[config.mk]
export PLATFORM = sky130hd
export DESIGN_NAME = programmable_macrocell
export DESIGN_NICKNAME = d
export VERILOG_FILES = /design/src/shared/macrocell_pkg.sv /design/src/rtl/mc_flop.sv /design/src/rtl/mc_power.sv /design/src/rtl/programmable_macrocell.sv
export SDC_FILE = /design/constraint.sdc
export NUM_CORES = 1
export LEC_CHECK = 0
export ABC_AREA = 1
export ABC_CLOCK_PERIOD_IN_PS = 1500
export BUFFER_PORTS_ARGS = -buffer_cell sky130_fd_sc_hd__clkbuf_2
export CAP_MARGIN = 10
export CORE_UTILIZATION = 51
export DETAILED_ROUTE_END_ITERATION = 16
export PLACE_DENSITY_LB_ADDON = 0.2
export SYNTH_ARGS = -nofsm -noshare
export SYNTH_HDL_FRONTEND = slang
export SYNTH_SLANG_ARGS = --single-unit
[constraint.sdc]
create_clock -name i_clk_sys -period 1.5 [get_ports i_clk_sys]
set_input_delay 0.15 -clock i_clk_sys [delete_from_list [all_inputs] [get_ports i_clk_sys]]
set_output_delay 0.15 -clock i_clk_sys [all_outputs]
set_load 0.01 [all_outputs]
[src/shared/macrocell_pkg.sv]
package macrocell_pkg;
    localparam int CLK_PERIOD_NS = 10;
    localparam int ADDER_NS = 20;
    localparam int ADDER_CYC = (ADDER_NS + CLK_PERIOD_NS - 1) / CLK_PERIOD_NS;
    localparam int STANDBY_NS = 100;
    localparam int STANDBY_CYC = STANDBY_NS / CLK_PERIOD_NS;
    localparam int NUM_TERMS = 8;
    localparam int FIRST_CELL = 1;
    localparam int UPPER_FIRST_CELL = 9;
    localparam int LAST_CELL = 16;

    localparam logic [3:0] OFS_CFG = 4'h0;
    localparam logic [3:0] OFS_CTRL = 4'h4;
    localparam logic [3:0] OFS_ERASE = 4'h8;
    localparam logic [3:0] OFS_STATUS = 4'hC;

    localparam int STAT_Q_BIT = 0;
    localparam int STAT_PIN_BIT = 1;
    localparam int STAT_OE_BIT = 2;
    localparam int STAT_STANDBY_BIT = 3;

    typedef enum logic [2:0] {
        KIND_COMB = 3'h0,
        KIND_D = 3'h1,
        KIND_T = 3'h2,
        KIND_JK = 3'h3,
        KIND_SR = 3'h4
    } cell_kind_t;

    typedef enum logic [1:0] {
        FB_NONE = 2'h0,
        FB_PIN = 2'h1,
        FB_REG = 2'h2
    } fb_sel_t;

    // bits 15:8 split, 7 clk_mode, 6 out_off, 5:4 fb, 3 invert, 2:0 kind
    typedef struct packed {
        logic [7:0] split;
        logic clk_mode;
        logic out_off;
        fb_sel_t fb;
        logic invert;
        cell_kind_t kind;
    } cfg_t;

    typedef struct packed {
        logic fast;
        logic lock;
    } ctrl_t;

    typedef struct packed {
        logic oe;
        logic val;
    } pin_drive_t;

    localparam cfg_t CFG_RESET = '{split: 8'hF0, clk_mode: 1'b0, out_off: 1'b0,
                                   fb: FB_PIN, invert: 1'b1, kind: KIND_COMB};
    localparam ctrl_t CTRL_RESET = '{fast: 1'b0, lock: 1'b0};
endpackage

[src/rtl/mc_flop.sv]
`timescale 1ns/100ps
module mc_flop
    import macrocell_pkg::*;
(
    // system
    input wire logic i_clk_sys,
    input wire logic i_resetn,
    // control
    input wire cell_kind_t i_kind,
    input wire logic i_edge,
    input wire logic i_a,
    input wire logic i_b,
    input wire logic i_clear,
    // state
    output logic o_q
);
    function automatic logic next_state(cell_kind_t k, logic a, logic b, logic q);
        case (k)
            KIND_T: return a ? ~q : q;
            KIND_JK: begin
                case ({a, b})
                    2'b10: return 1'b1;
                    2'b01: return 1'b0;
                    2'b11: return ~q;
                    default: return q;
                endcase
            end
            KIND_SR: begin
                case ({a, b})
                    2'b10: return 1'b1;
                    2'b01: return 1'b0;
                    default: return q;
                endcase
            end
            default: return a;
        endcase
    endfunction

    logic q_r;
    wire q_nxt = next_state(i_kind, i_a, i_b, q_r);

    // clear wins over any edge in the same cycle
    always_ff @(posedge i_clk_sys) begin
        if (!i_resetn) begin
            q_r <= 1'b0;
        end else if (i_clear) begin
            q_r <= 1'b0;
        end else if (i_edge) begin
            q_r <= q_nxt;
        end
    end

    assign o_q = q_r;
endmodule

[src/rtl/mc_power.sv]
`timescale 1ns/100ps
module mc_power
    import macrocell_pkg::*;
#(
    parameter int DEPTH = ADDER_CYC,
    parameter int IDLE_CYC = STANDBY_CYC,
    parameter int ACT_W = 4
)(
    // system
    input wire logic i_clk_sys,
    input wire logic i_resetn,
    // mode and activity
    input wire logic i_fast,
    input wire logic [ACT_W-1:0] i_activity,
    input wire pin_drive_t i_drive,
    // outputs
    output pin_drive_t o_drive,
    output logic o_standby
);
    localparam int CW = $clog2(IDLE_CYC + 1);
    localparam logic [CW-1:0] IDLE_MAX = CW'(IDLE_CYC);

    if (DEPTH < 1 || IDLE_CYC < 1 || ACT_W < 1) begin : g_bad
        $error("mc_power: depth, idle count and activity width must be at least one");
    end

    logic [ACT_W-1:0] act_prev_r;
    logic [CW-1:0] idle_r;
    pin_drive_t pipe_r [DEPTH];
    pin_drive_t out_r;

    wire changed = (i_activity != act_prev_r);
    wire [CW-1:0] idle_nxt = changed ? '0 : ((idle_r == IDLE_MAX) ? idle_r : idle_r + CW'(1));

    always_ff @(posedge i_clk_sys) begin
        if (!i_resetn) begin
            act_prev_r <= '0;
            idle_r <= '0;
            out_r <= '0;
        end else begin
            act_prev_r <= i_activity;
            idle_r <= idle_nxt;
            // low-power path carries the extra adder delay
            out_r <= i_fast ? i_drive : pipe_r[DEPTH-1];
        end
    end

    always_ff @(posedge i_clk_sys) begin
        if (!i_resetn) begin
            for (int i = 0; i < DEPTH; i++) begin
                pipe_r[i] <= '0;
            end
        end else begin
            pipe_r[0] <= i_drive;
            for (int i = 1; i < DEPTH; i++) begin
                pipe_r[i] <= pipe_r[i-1];
            end
        end
    end

    assign o_drive = out_r;
    assign o_standby = !i_fast && (idle_r == IDLE_MAX);
endmodule

[src/rtl/programmable_macrocell.sv]
// Register access over Avalon-MM and the register offsets were chosen for this implementation.
`timescale 1ns/100ps
module programmable_macrocell
    import macrocell_pkg::*;
#(
    parameter int CELL_INDEX = 1
)(
    // system
    input wire logic i_clk_sys,
    input wire logic i_resetn,
    // register bus
    input wire logic [3:0] i_avs_address,
    input wire logic i_avs_read,
    input wire logic i_avs_write,
    input wire logic [31:0] i_avs_writedata,
    input wire logic [3:0] i_avs_byteenable,
    output logic [31:0] o_avs_readdata,
    output logic o_avs_waitrequest,
    // product terms from the array, same clock
    input wire logic [NUM_TERMS-1:0] i_pt_sum,
    input wire logic i_pt_oe_clk,
    input wire logic i_pt_clear,
    // global clock pins
    input wire logic i_global_clock_upper_cells,
    input wire logic i_global_clock_lower_cells,
    // io pin
    input wire logic i_pin,
    output logic o_pin,
    output logic o_pin_oe,
    // feedback into the array
    output logic o_fb,
    output logic o_fb_en,
    // power state
    output logic o_standby
);
    if (CELL_INDEX < FIRST_CELL || CELL_INDEX > LAST_CELL) begin : g_bad
        $error("programmable_macrocell: cell index out of range");
    end

    localparam bit USE_UPPER = (CELL_INDEX >= UPPER_FIRST_CELL);
    localparam int ACT_W = NUM_TERMS + 4;

    // ---------------- register bus slave ----------------
    logic ack_r;
    logic [31:0] rdata_r;
    cfg_t cfg_r;
    cfg_t cfg_nxt;
    ctrl_t ctrl_r;
    ctrl_t ctrl_nxt;

    wire req = i_avs_read | i_avs_write;
    wire wr_take = i_avs_write & ack_r;
    wire rd_load = i_avs_read & ~ack_r;
    wire sel_cfg = (i_avs_address == OFS_CFG);
    wire sel_ctrl = (i_avs_address == OFS_CTRL);
    wire sel_erase = (i_avs_address == OFS_ERASE);
    wire sel_status = (i_avs_address == OFS_STATUS);
    wire erase_take = wr_take & sel_erase;

    // one wait state on every access, mapped or not
    assign o_avs_waitrequest = req & ~ack_r;
    assign o_avs_readdata = rdata_r;

    always_comb begin
        cfg_nxt = cfg_r;
        ctrl_nxt = ctrl_r;
        if (erase_take) begin
            cfg_nxt = CFG_RESET;
            ctrl_nxt = CTRL_RESET;
        end else if (wr_take) begin
            if (sel_cfg && i_avs_byteenable[0]) begin
                cfg_nxt[7:0] = i_avs_writedata[7:0];
            end
            if (sel_cfg && i_avs_byteenable[1]) begin
                cfg_nxt[15:8] = i_avs_writedata[15:8];
            end
            if (sel_ctrl && i_avs_byteenable[0]) begin
                ctrl_nxt = ctrl_t'(i_avs_writedata[1:0]);
            end
        end
    end

    // ---------------- pin and clock synchronisers ----------------
    logic pin_s1_r;
    logic pin_s2_r;
    logic gclk_s1_r;
    logic gclk_s2_r;
    logic gclk_s3_r;
    logic pt_clk_prev_r;

    wire gclk_pin = USE_UPPER ? i_global_clock_upper_cells : i_global_clock_lower_cells;
    wire gclk_rise = gclk_s2_r & ~gclk_s3_r;
    wire array_rise = i_pt_oe_clk & ~pt_clk_prev_r;

    always_ff @(posedge i_clk_sys) begin
        if (!i_resetn) begin
            pin_s1_r <= 1'b0;
            pin_s2_r <= 1'b0;
            gclk_s1_r <= 1'b0;
            gclk_s2_r <= 1'b0;
            gclk_s3_r <= 1'b0;
            pt_clk_prev_r <= 1'b0;
        end else begin
            pin_s1_r <= i_pin;
            pin_s2_r <= pin_s1_r;
            gclk_s1_r <= gclk_pin;
            gclk_s2_r <= gclk_s1_r;
            gclk_s3_r <= gclk_s2_r;
            pt_clk_prev_r <= i_pt_oe_clk;
        end
    end

    // ---------------- configuration decode ----------------
    // undefined kind codes fall back to combinational
    wire cell_kind_t kind_eff = (cfg_r.kind > KIND_SR) ? KIND_COMB : cfg_r.kind;
    wire registered = (kind_eff != KIND_COMB);
    wire two_input = (kind_eff == KIND_JK) || (kind_eff == KIND_SR);
    // feedback choices not offered by a configuration read as none
    wire fb_sel_t fb_eff = (cfg_r.fb == FB_REG && registered) ? FB_REG :
                           (cfg_r.fb == FB_PIN && !two_input) ? FB_PIN : FB_NONE;

    // ---------------- cell datapath ----------------
    logic q;
    wire sum_all = |i_pt_sum;
    wire sum_set = |(i_pt_sum & cfg_r.split);
    wire sum_reset = |(i_pt_sum & ~cfg_r.split);
    wire flop_a = two_input ? sum_set : sum_all;
    wire clk_edge = cfg_r.clk_mode ? array_rise : gclk_rise;
    wire q_vis = q & ~i_pt_clear;
    wire core_val = registered ? q_vis : sum_all;
    wire pin_drive_t drive;

    assign drive.val = core_val ^ cfg_r.invert;
    // mode 1 only frees the buffer for registered cells; combinational uses the term
    assign drive.oe = cfg_r.out_off ? 1'b0 :
                      (registered && cfg_r.clk_mode) ? 1'b1 : i_pt_oe_clk;

    mc_flop u_flop (
        .i_clk_sys(i_clk_sys),
        .i_resetn(i_resetn),
        .i_kind(kind_eff),
        .i_edge(clk_edge & registered),
        .i_a(flop_a),
        .i_b(sum_reset),
        .i_clear(i_pt_clear),
        .o_q(q)
    );

    pin_drive_t pin_r;

    mc_power #(
        .DEPTH(ADDER_CYC),
        .IDLE_CYC(STANDBY_CYC),
        .ACT_W(ACT_W)
    ) u_power (
        .i_clk_sys(i_clk_sys),
        .i_resetn(i_resetn),
        .i_fast(ctrl_r.fast),
        .i_activity({i_pt_sum, i_pt_oe_clk, i_pt_clear, pin_s2_r, gclk_s2_r}),
        .i_drive(drive),
        .o_drive(pin_r),
        .o_standby(o_standby)
    );

    assign o_pin = pin_r.val;
    assign o_pin_oe = pin_r.oe;

    // ---------------- feedback and register file ----------------
    logic fb_r;
    logic fb_en_r;
    wire fb_val = (fb_eff == FB_REG) ? q_vis : pin_s2_r;

    wire [31:0] status_word = {28'h0000000, o_standby, pin_r.oe, pin_s2_r, q_vis};
    // a locked cell reads its configuration as zero
    wire [31:0] rd_mux = sel_cfg ? (ctrl_r.lock ? 32'h00000000 : {16'h0000, cfg_r}) :
                         sel_ctrl ? {30'h00000000, ctrl_r} :
                         sel_status ? status_word : 32'h00000000;

    always_ff @(posedge i_clk_sys) begin
        if (!i_resetn) begin
            ack_r <= 1'b0;
            rdata_r <= 32'h00000000;
            cfg_r <= CFG_RESET;
            ctrl_r <= CTRL_RESET;
            fb_r <= 1'b0;
            fb_en_r <= 1'b0;
        end else begin
            ack_r <= req & ~ack_r;
            if (rd_load) begin
                rdata_r <= rd_mux;
            end
            cfg_r <= cfg_nxt;
            ctrl_r <= ctrl_nxt;
            fb_r <= (fb_eff == FB_NONE) ? 1'b0 : fb_val;
            fb_en_r <= (fb_eff != FB_NONE);
        end
    end

    assign o_fb = fb_r;
    assign o_fb_en = fb_en_r;
endmodule

======== Word-level counts from Yosys, hierarchy flattened ========
Memories as Yosys holds them, arrays and structs flattened.
Index checks and enable logic that the tools add are counted.
operators by class
  reductions and logical operators ........ 25
  multiplexer cells ....................... 22
  bitwise operators ....................... 21
  eq/ne operators ......................... 17
  order comparisons ....................... 1
  $add $sub $neg .......................... 1
operator list
  kind                   number
  $mux W16               2
  $reduce_or A8 Y1       3
  $and A8 B8 Y8          2
  $eq A4 B4 Y1 const B   3
  $ne A12 B12 Y1         1
  $mux W1                10
  $and A1 B1 Y1          8
  $eq A2 B2 Y1 const B   4
  $mux W2                4
  $mux W4                2
  $not A8 Y8             1
  $reduce_or A2 Y1       4
  $logic_and A1 B1 Y1    7
  $eq A3 B2 Y1 const B   2
  $not A1 Y1             6
  $pmux W1 S3            2
  $reduce_and A2 Y1      3
  $add A4 B1 Y4 const B  1
  $eq A2 B1 Y1 const B   2
  $eq A4 B3 Y1 const B   1
  $logic_not A4 Y1       1
  $ne A4 B1 Y1 const B   1
  $reduce_and A4 Y1      1
  $eq A3 B3 Y1 const B   1
  12 further kinds       15
storage, ports and cells
  input bits .............................. 57
  output and inout port bits .............. 38
  memories ................................ 1
  RAM bits ................................ 4
  bits in registers ....................... 78
memory list
  name            words  width  rd ports  clocked after memory_dff  write ports  RTL line        RTL
  u_power.pipe_r  2      2      2         0                         2            mc_power.sv:29  pin_drive_t pipe_r [DEPTH];

======== Longest topological paths before layout ========
Gate-level depths: netlist of the first run.
  depth in word-level cells ............... 10
  mapped depth ............................ 12
  gate-level depth less buffers ........... 12

======== Modules after synthesis ========
From an unflattened synthesis of the first run, not the netlist that was laid out.
unflattened totals
  cell total of the unflattened synthesis .. 481
  area total of the unflattened synthesis .. 3,301.9 um^2
by module, submodules not included
  module                  cells each  times used  sequential area each (um^2)  area each (um^2)
  programmable_macrocell  303         1           860.8                        2,199.6
  mc_power                151         1           440.4                        979.7
  mc_flop                 27          1           20.0                         122.6

======== Worst setup path before layout of the first run ========
Ideal clock, no wire load.
  kind .................................... register to register
  start point ............................. register u_power.idle_r[0]
  end point ............................... register rdata_r[3], in the netlist o_avs_readdata[3]
  setup slack ............................. 254 ps
  arrival time ............................ 1,188 ps
  cell stages (with the launch flop) ...... 7
  required time ........................... 1,442 ps
  clock period less this slack ............ 1,246 ps
  buffers on the path ..................... 0
  cell sequence ........................... dfxtp_1 > inv_1 > ha_1 > nand3_1 > o311ai_0 > o211ai_1 > inv_1
on the way
  cells in the longest elaborated chain, start to end .. 5
ends and longest elaborated chain
  element                   RTL line                       RTL
  start: declaration        mc_power.sv:28                 logic [CW-1:0] idle_r;
  start signal: assignment  mc_power.sv:42                 idle_r <= idle_nxt;
  $eq A4 B4 Y1              mc_power.sv:62                 assign o_standby = !i_fast && (idle_r == IDLE_MAX);
  $logic_and A1 B1 Y1       mc_power.sv:62
  $mux W4                   programmable_macrocell.sv:177  sel_status ? status_word : 32'h00000000;
  $mux W4                   programmable_macrocell.sv:176  sel_ctrl ? {30'h00000000, ctrl_r} :
  $mux W16                  programmable_macrocell.sv:175  wire [31:0] rd_mux = sel_cfg ? (ctrl_r.lock ? 32'h00000000 : {16'h0000, cfg_r}) :
  end signal: assignment    programmable_macrocell.sv:190  rdata_r <= rd_mux;
  end: declaration          programmable_macrocell.sv:45   logic [31:0] rdata_r;
Every way passes these cells.
A chain may end at the register's enable or synchronous reset.

======== Worst setup path in the final report of the first run ========
  start point ............................. register u_power.idle_r[0]
  end point ............................... output port o_standby
on the way
  cells in the longest elaborated chain, start to end .. 2
ends and longest elaborated chain
  element              RTL line                      RTL
  $eq A4 B4 Y1         mc_power.sv:62
  $logic_and A1 B1 Y1  mc_power.sv:62
  end: declaration     programmable_macrocell.sv:34  output logic o_standby
Every way passes these cells.

==> summary.txt, run 1 <==
Worst setup path
  – WP data required: 1.35 ns
  – Critical Path AT: between 1 and 1.5 ns
  – Worst reg2reg path depth: 10
  – Worst setup EP type: output pin
  – Worst Path Max Fanout: 5
  – CP Launch Type: flip-flop
  – R2R Setup Slk: around 0.12 ns
  – Crit Path Category: flip-flop to output pin
  – FF-to-FF Start: cfg_r[0]
  – Worst R2R End: u_flop.o_q

Detailed routing
  – Met2 WL post-DR: between 2 and 3 mm
  – Vias: 2607
  – Drt first pass iters: 4
  – Antenna Violating Nets Remaining: 0
  – Drt initial violations: around 120
  – Met1 Wirelength: around 2.9 mm
  – DRC: 0
  – Met3 WL post-DR: roughly 270 µm
  – Routed WL: ~6.1 mm
  – Vias per std cell: around 4.8
  – Top Metal Used: met4
  – WL per Instance: 11.2 µm

Cells and area
  – Share of cells above drive strength 1: 24.0%
  – Non-filler cells, final: roughly 540
  – Design Area, Final: between 3000 and 4000 µm²
  – Most frequent cells in the layout: nand2_1 (90), inv_1 (61), dfxtp_1 (59), clkbuf_2 (59), a21oi_1 (32)
  – Diode count: 0
  – Layout area overhead: 19.8%
  – Most common cell after layout, fill and taps aside: nand2_1
  – Final net count: 529

Logic synthesis
  – Syn_area_per_cell: about 7.5 µm²
  – Cells after synthesis: 395
  – Predominant post-synthesis flop cell: dfxtp_1
  – Post-Synth Adder-Cell Area: under 10%
  – Mux cell area share after synthesis: less than 1%
  – Xor/xnor share of the synthesized area: roughly 3%
  – Post-synth EDFFs: 0
  – Post-Synth Simple-Gate Area: approximately 24%
  – Post-synthesis cell area: 2960 µm²
  – FFs w/ async S/R, synth: 0%
  – Register area share after synthesis: between 40% and 50%
  – Largest family of logic cells by synthesized area: simple AND/OR/NAND/NOR gates
  – Ys Warns: 0
  – Synth Area in Compound Gates: a little over an eighth
  – Netlist cell types: 38
  – Post-synthesis register bit count: 64

Global route
  – Initial antenna violation count: 0
  – Largest net degree at the start of global routing: 20
  – Grt ovf: 0
  – Number of global-route vias before repair: 2293
  – First-pass GRT wire length: around 10 mm
  – GRT Total Usage: 21.9%

Timing
  – Endpoints failing setup: 0
  – Clock skew: 0.00359 ns
  – Endpoints failing hold: 0
  – Max-slew violation count: 0
  – Max Fclk: ~710 MHz
  – Final min period: ~1.4 ns
  – WHS: 0.00479 ns
  – Final period utilization: 94.2%
  – Setup tns final: 0 ns

Worst hold path
  – Hold Crit Depth: 3
  – Hold Crit Class: input port to flip-flop
  – Hold EP: pin_s1_r
  – HP Start: i_pin

Power
  – Leakage: 1.77 nW
  – Pwr dens: 946 nW/µm²
  – Max VDD drop: between 0.0007 and 0.0008 V

Place
  – GPL Wtd Cong: 0.868
  – Input/output buffers: just under 60
  – Placed insts: 525
  – Hpwl dp: between 4 and 5 mm
  – Post-placement cell area: 3290 µm²

CTS
  – Clock root buffer: clkbuf_8
  – Sink Count: 64
  – Worst skew pair latency: 0.33 ns
  – Cts bufs inserted: 9
  – Clock Tree Buf Depth: 2
  – CTS tree: done
  – H-tree depth: 3
  – Worst-path clk slew: about 0.060 ns

Floorplan
  – Die Area: roughly 6000 µm²
  – Core Footprint: ~5500 µm²
  – Die W: roughly 78 µm
  – Die Height: 78.2 µm
  – IO Pins: 95
  – Initial core utilization: between 50% and 60%
  – Cell row count: 27

Run status
  – Status: finished, final reports clean

Run
  – Max-cap violations: 0
layer usage:
layer / up-vias / GRT usage, %
met5: - / 0
met4: 0 / 9.26
met3: 10 / 4.19
met2: 74 / 35.9
met1: 1153 / 28.0
li1: 1370 / -
worst max path at each step:
stage / to / startpoint / cells after the start / slack (ns)
floorplan: o_avs_readdata[3] / u_power.idle_r[0] / 6 / 0.25
global placement: cfg_r[0] / ack_r / 7 / 0.15
detailed placement: u_power.o_drive[0] / cfg_r[0] / 9 / 0.1
CTS: o_standby / u_power.idle_r[0] / 5 / 0.005
global route: u_flop.o_q / cfg_r[2] / 11 / -0.01
finish: o_standby / u_power.idle_r[0] / 5 / 0.09
sequential cells by signal, summed over array words and instances, names as in the netlist, 2 cells and up:
name,count
u_power.idle_r,4
u_power.o_drive,2
o_avs_readdata,16
ctrl_r,2
u_power.act_prev_r,12
cfg_r,16
u_power.pipe_r,4
synthesized netlist by cell type, types with 2 or more instances:
cell      instances  area, µm²
a211oi_1          3       22.5
a21oi_1          32        160
a22oi_1           2       15.0
buf_4            16        120
buf_6             2       22.5
clkbuf_1          4       15.0
dfxtp_1          64       1280
ha_1              4       50.1
inv_1            63        236
inv_2             2       7.51
nand2_1          91        342
nand2_2           2       12.5
nand3_1          17       85.1
nand3_2           3       30.0
nand4_1           6       37.5
nor2_1           29        109
nor2_4            3       33.8
nor3_1            2       10.0
o211ai_1          3       22.5
o21ai_0          18       90.1
o22ai_1           2       12.5
o311ai_0          2       17.5
or2_2             2       12.5
xor2_1            9       78.8
logic make-up (layout without fill, tap and decap cells):
family                   after synthesis  count (layout)
buffers and inverters                 90             151
flip-flops                            64              64
other                                  1              16
AO/OA/AOI/OAI                         66              66
adder cells (fa/ha/maj)                4               4
AND/OR/NAND/NOR                      159             159
XOR/XNOR                              10              10
multiplexers                           1               1
what timing repair did:
item	CTS	global route
buffers inserted	1	2
cloned	0	1
hold buffers	1	0
hold endpoints to repair	1	0
resized for setup	2	12
pin swaps	0	1
endpoints found under the setup margin	1	12
stage by stage:
stage / power (mW) / utilization [%] / worst slack [ns]
final: 3.35 / 63.9 / 0.0875
after global routing: 3.50 / 63.9 / -0.0133
after CTS: 3.37 / 62.7 / 0.00482
after detailed placement: 2.08 / 59.4 / 0.0997
after global placement: 2.07 / 59.4 / 0.146
after floorplan: 1.99 / - / 0.254
cell type report:
class	instances	area, µm²
Inverter	67	259
Timing Repair inverter	1	7.51
Clock buffer	14	173
Sequential cell	64	1290
Multi-Input combinational cell	256	1340
Timing Repair Buffer	69	385
Fill cell	519	2000
Tap cell	72	90.1
worst max-delay path: stages (launching register included):
cell and delay (ns):
dfxtp_2 0.34, inv_1 0.07, ha_2 0.21, nand3_4 0.10
nor2_2 0.09, clkbuf_2 0.13
power breakdown:
part / leakage (nW) / switching [mW] / internal (mW)
clock: 0.0886 / 0.586 / 0.719
sequential: 0.524 / 0.0197 / 1.74
combinational: 1.15 / 0.175 / 0.111
Power figures use the tool's default switching activity.
==> run 2: changes to the inputs <==
Settings changed: CTS_BUF_LIST from default to sky130_fd_sc_hd__clkbuf_16.
==> run 2 against run 1 <==
Routed wire length rose by 0.66%. Worst hold slack better by 0.012 ns. Via count shrank 0.58%. Flip-flop and latch count unchanged. Count of clock-buffer cells in the layout is 5 lower. Critical endpoint unchanged. Die area unchanged. Register-to-register slack about the same.
==> summary.txt, run 2 (synthesis gave the netlist of run 1 again) <==
Run status
  – Status: finished, final reports clean (unchanged)

Detailed routing
  – DRC: 0 (unchanged)
  – Drt first pass iters: 4 (unchanged)
  – Vias: 2592 (was 2607)
  – WL per Instance: 11.3 µm (was 11.2 µm)
  – Drt initial violations: 125 (was 124)
  – Antenna Violating Nets Remaining: 0 (unchanged)
  – Routed WL: 6.13 mm (was 6.09 mm)
  – Vias per std cell: 4.78 (was 4.80)

Global route
  – GRT Total Usage: 22.0% (was 21.9%)
  – Grt peak-use layer: met2 (unchanged)
  – Initial antenna violation count: 0 (unchanged)
  – Met3 GRT Util: 6.28% (was 4.19%)
  – First-pass GRT wire length: 10.3 mm (was 10.4 mm)
  – Grt ovf: 0 (unchanged)
  – Largest net degree at the start of global routing: 20 (unchanged)
  – Met2 Use GR: 36.1% (was 35.9%)
  – Number of global-route vias before repair: 2283 (was 2293)
  – Met1 usage: 27.9% (was 28.0%)

Power
  – Leakage: 1.80 nW (was 1.77 nW)
  – Pwr dens: 1050 nW/µm² (was 946 nW/µm²)
  – Max VDD drop: 0.000852 V (was 0.000736 V)
  – Clock power frac: 45.6% (was 39.0%)
  – Sw Pwr: 843 µW (was 781 µW)
  – Part of the power in registers: 46.9% (was 52.5%)
  – Cell internal pwr: 2.92 mW (was 2.57 mW)
  – Logic pwr share: 7.6% (was 8.6%)
  – Net Sw Frac: 22.4% (was 23.3%)

Cells and area
  – Most common cell after layout, fill and taps aside: nand2_1 (unchanged)
  – Final net count: 528 (was 529)
  – Diode count: 0 (unchanged)
  – Layout area overhead: 21.2% (was 19.8%)
  – Share of cells above drive strength 1: 23.4% (was 24.0%)
  – Most frequent cells in the layout: nand2_1 (90), inv_1 (63), dfxtp_1 (59), clkbuf_2 (59), a21oi_1 (32) (was nand2_1 (90), inv_1 (61), dfxtp_1 (59), clkbuf_2 (59), a21oi_1 (32))

CTS
  – Worst skew pair latency: 0.32 ns (was 0.33 ns)
  – H-tree depth: 3 (unchanged)
  – Worst-path clk slew: 0.05 ns (was 0.06 ns)
  – CTS tree: done (unchanged)
  – Cts bufs inserted: 9 (unchanged)
  – Clock Tree Buf Depth: 2 (unchanged)
  – Sink Count: 64 (unchanged)
  – Clock root buffer: clkbuf_16 (was clkbuf_8)

Place
  – GPL Wtd Cong: 0.868 (unchanged)
  – Dpl ws: 0.0997 ns (unchanged)
  – Input/output buffers: 59 (unchanged)
  – Hpwl dp: 4.68 mm (unchanged)

Worst setup path
  – WP data required: 1.35 ns (about the same)
  – Critical Path AT: 1.27 ns (was 1.26 ns)
  – Worst Path Max Fanout: 5 (unchanged)
  – Worst setup EP type: output pin (unchanged)
  – Crit Path Category: flip-flop to output pin (unchanged)
  – CP Launch Type: flip-flop (unchanged)

Timing
  – Clock skew: 0.00282 ns (was 0.00359 ns)
  – Final worst slack: 0.0758 ns (was 0.0875 ns)
  – Max Fclk: 702 MHz (was 708 MHz)
  – Endpoints failing hold: 0 (unchanged)
  – Endpoints failing setup: 0 (unchanged)
  – Final period utilization: 94.9% (was 94.2%)
  – WHS: 0.0164 ns (was 0.00479 ns)
  – Max-slew violation count: 0 (unchanged)
  – Final min period: 1.42 ns (was 1.41 ns)

Worst hold path
  – Hold Crit Class: input port to flip-flop (unchanged)

Floorplan
  – Initial core utilization: 53.4% (unchanged)
  – Die Area: 6110 µm² (unchanged)
  – Die W: 78.2 µm (unchanged)
  – Core Footprint: 5540 µm² (unchanged)
  – Die Height: 78.2 µm (unchanged)
  – Cell row count: 27 (unchanged)
  – IO Pins: 95 (unchanged)

Run
  – Max-cap violations: 0 (unchanged)
==> run 2: changes by cell type in the layout (fill, tap and decap cells not counted), sizes merged <==
cell and delta:
clkbuf -5, clkinv +3, dlygate4sd3 -1, inv +2
==> run 2: power groups by stage <==
stage / clock network [mW] / logic [mW] / registers (mW)
6_report: 1.71 / 0.285 / 1.76
5_1_grt: 1.82 / 0.324 / 1.76
4_1_cts: 1.74 / 0.287 / 1.76
3_5_place_dp: 0 / 0.285 / 1.79
3_3_place_gp: 0 / 0.280 / 1.79
2_1_floorplan: 0 / 0.190 / 1.80
==> run 2: final timing paths <==
| path | slack [ns] | cells after the start | startpoint | endpoint |
|---|---|---|---|---|
| setup reg to reg | 0.12 | 6 | u_power.idle_r[0] | o_avs_readdata[3] |
| hold / removal | 0.02 | 3 | i_pin | pin_s1_r |
| setup / recovery | 0.08 | 5 | u_power.idle_r[0] | o_standby |
| hold reg to reg | 0.41 | 2 | pin_s1_r | pin_s2_r |
==> run 2: repair_timing <==
action	4_1_cts	5_1_grt
endpoints found under the setup margin	1	11
gates resized for setup	2	11
setup buffers	1	2
hold buffers	0	0
gates cloned	0	1
pin swaps	0	1
==> run 2: layout make-up <==
class	count	area [µm²]
fillers	523	1960
multi-input cells	256	1330
flip-flops and latches	64	1290
repair buffers	68	363
inverters	67	259
clock buffers	9	225
well taps	72	90.1
clock inverters	5	18.8
repair inverters	1	7.51
==> run 2: worst max-delay path, cell delays in order, from the launching register on <==
cell and delay (ns):
dfxtp_2 0.33, inv_1 0.07, ha_2 0.19, nand3_2 0.13, nor2_2 0.10, clkbuf_2 0.14
==> run 2: metrics by stage <==
stage | std cells | total power, mW | area [µm²] | setup TNS (ns) | utilization, %
after floorplan | 410 | 1.99 | 3010 | 0 | -
after global placement | 525 | 2.07 | 3290 | 0 | 59.4
after detailed placement | 525 | 2.08 | 3290 | 0 | 59.4
after CTS | 539 | 3.79 | 3540 | 0 | 63.8
after global routing | 542 | 3.91 | 3580 | -0.00825 | 64.7
final | 542 | 3.76 | 3580 | 0 | 64.7
==> run 2: metal layers <==
layer  vias up  share of wire (%)
met3         7                4.4
li1       1363                  -
met5         -                  0
met4         0                1.4
met1      1160                 47
met2        62                 47
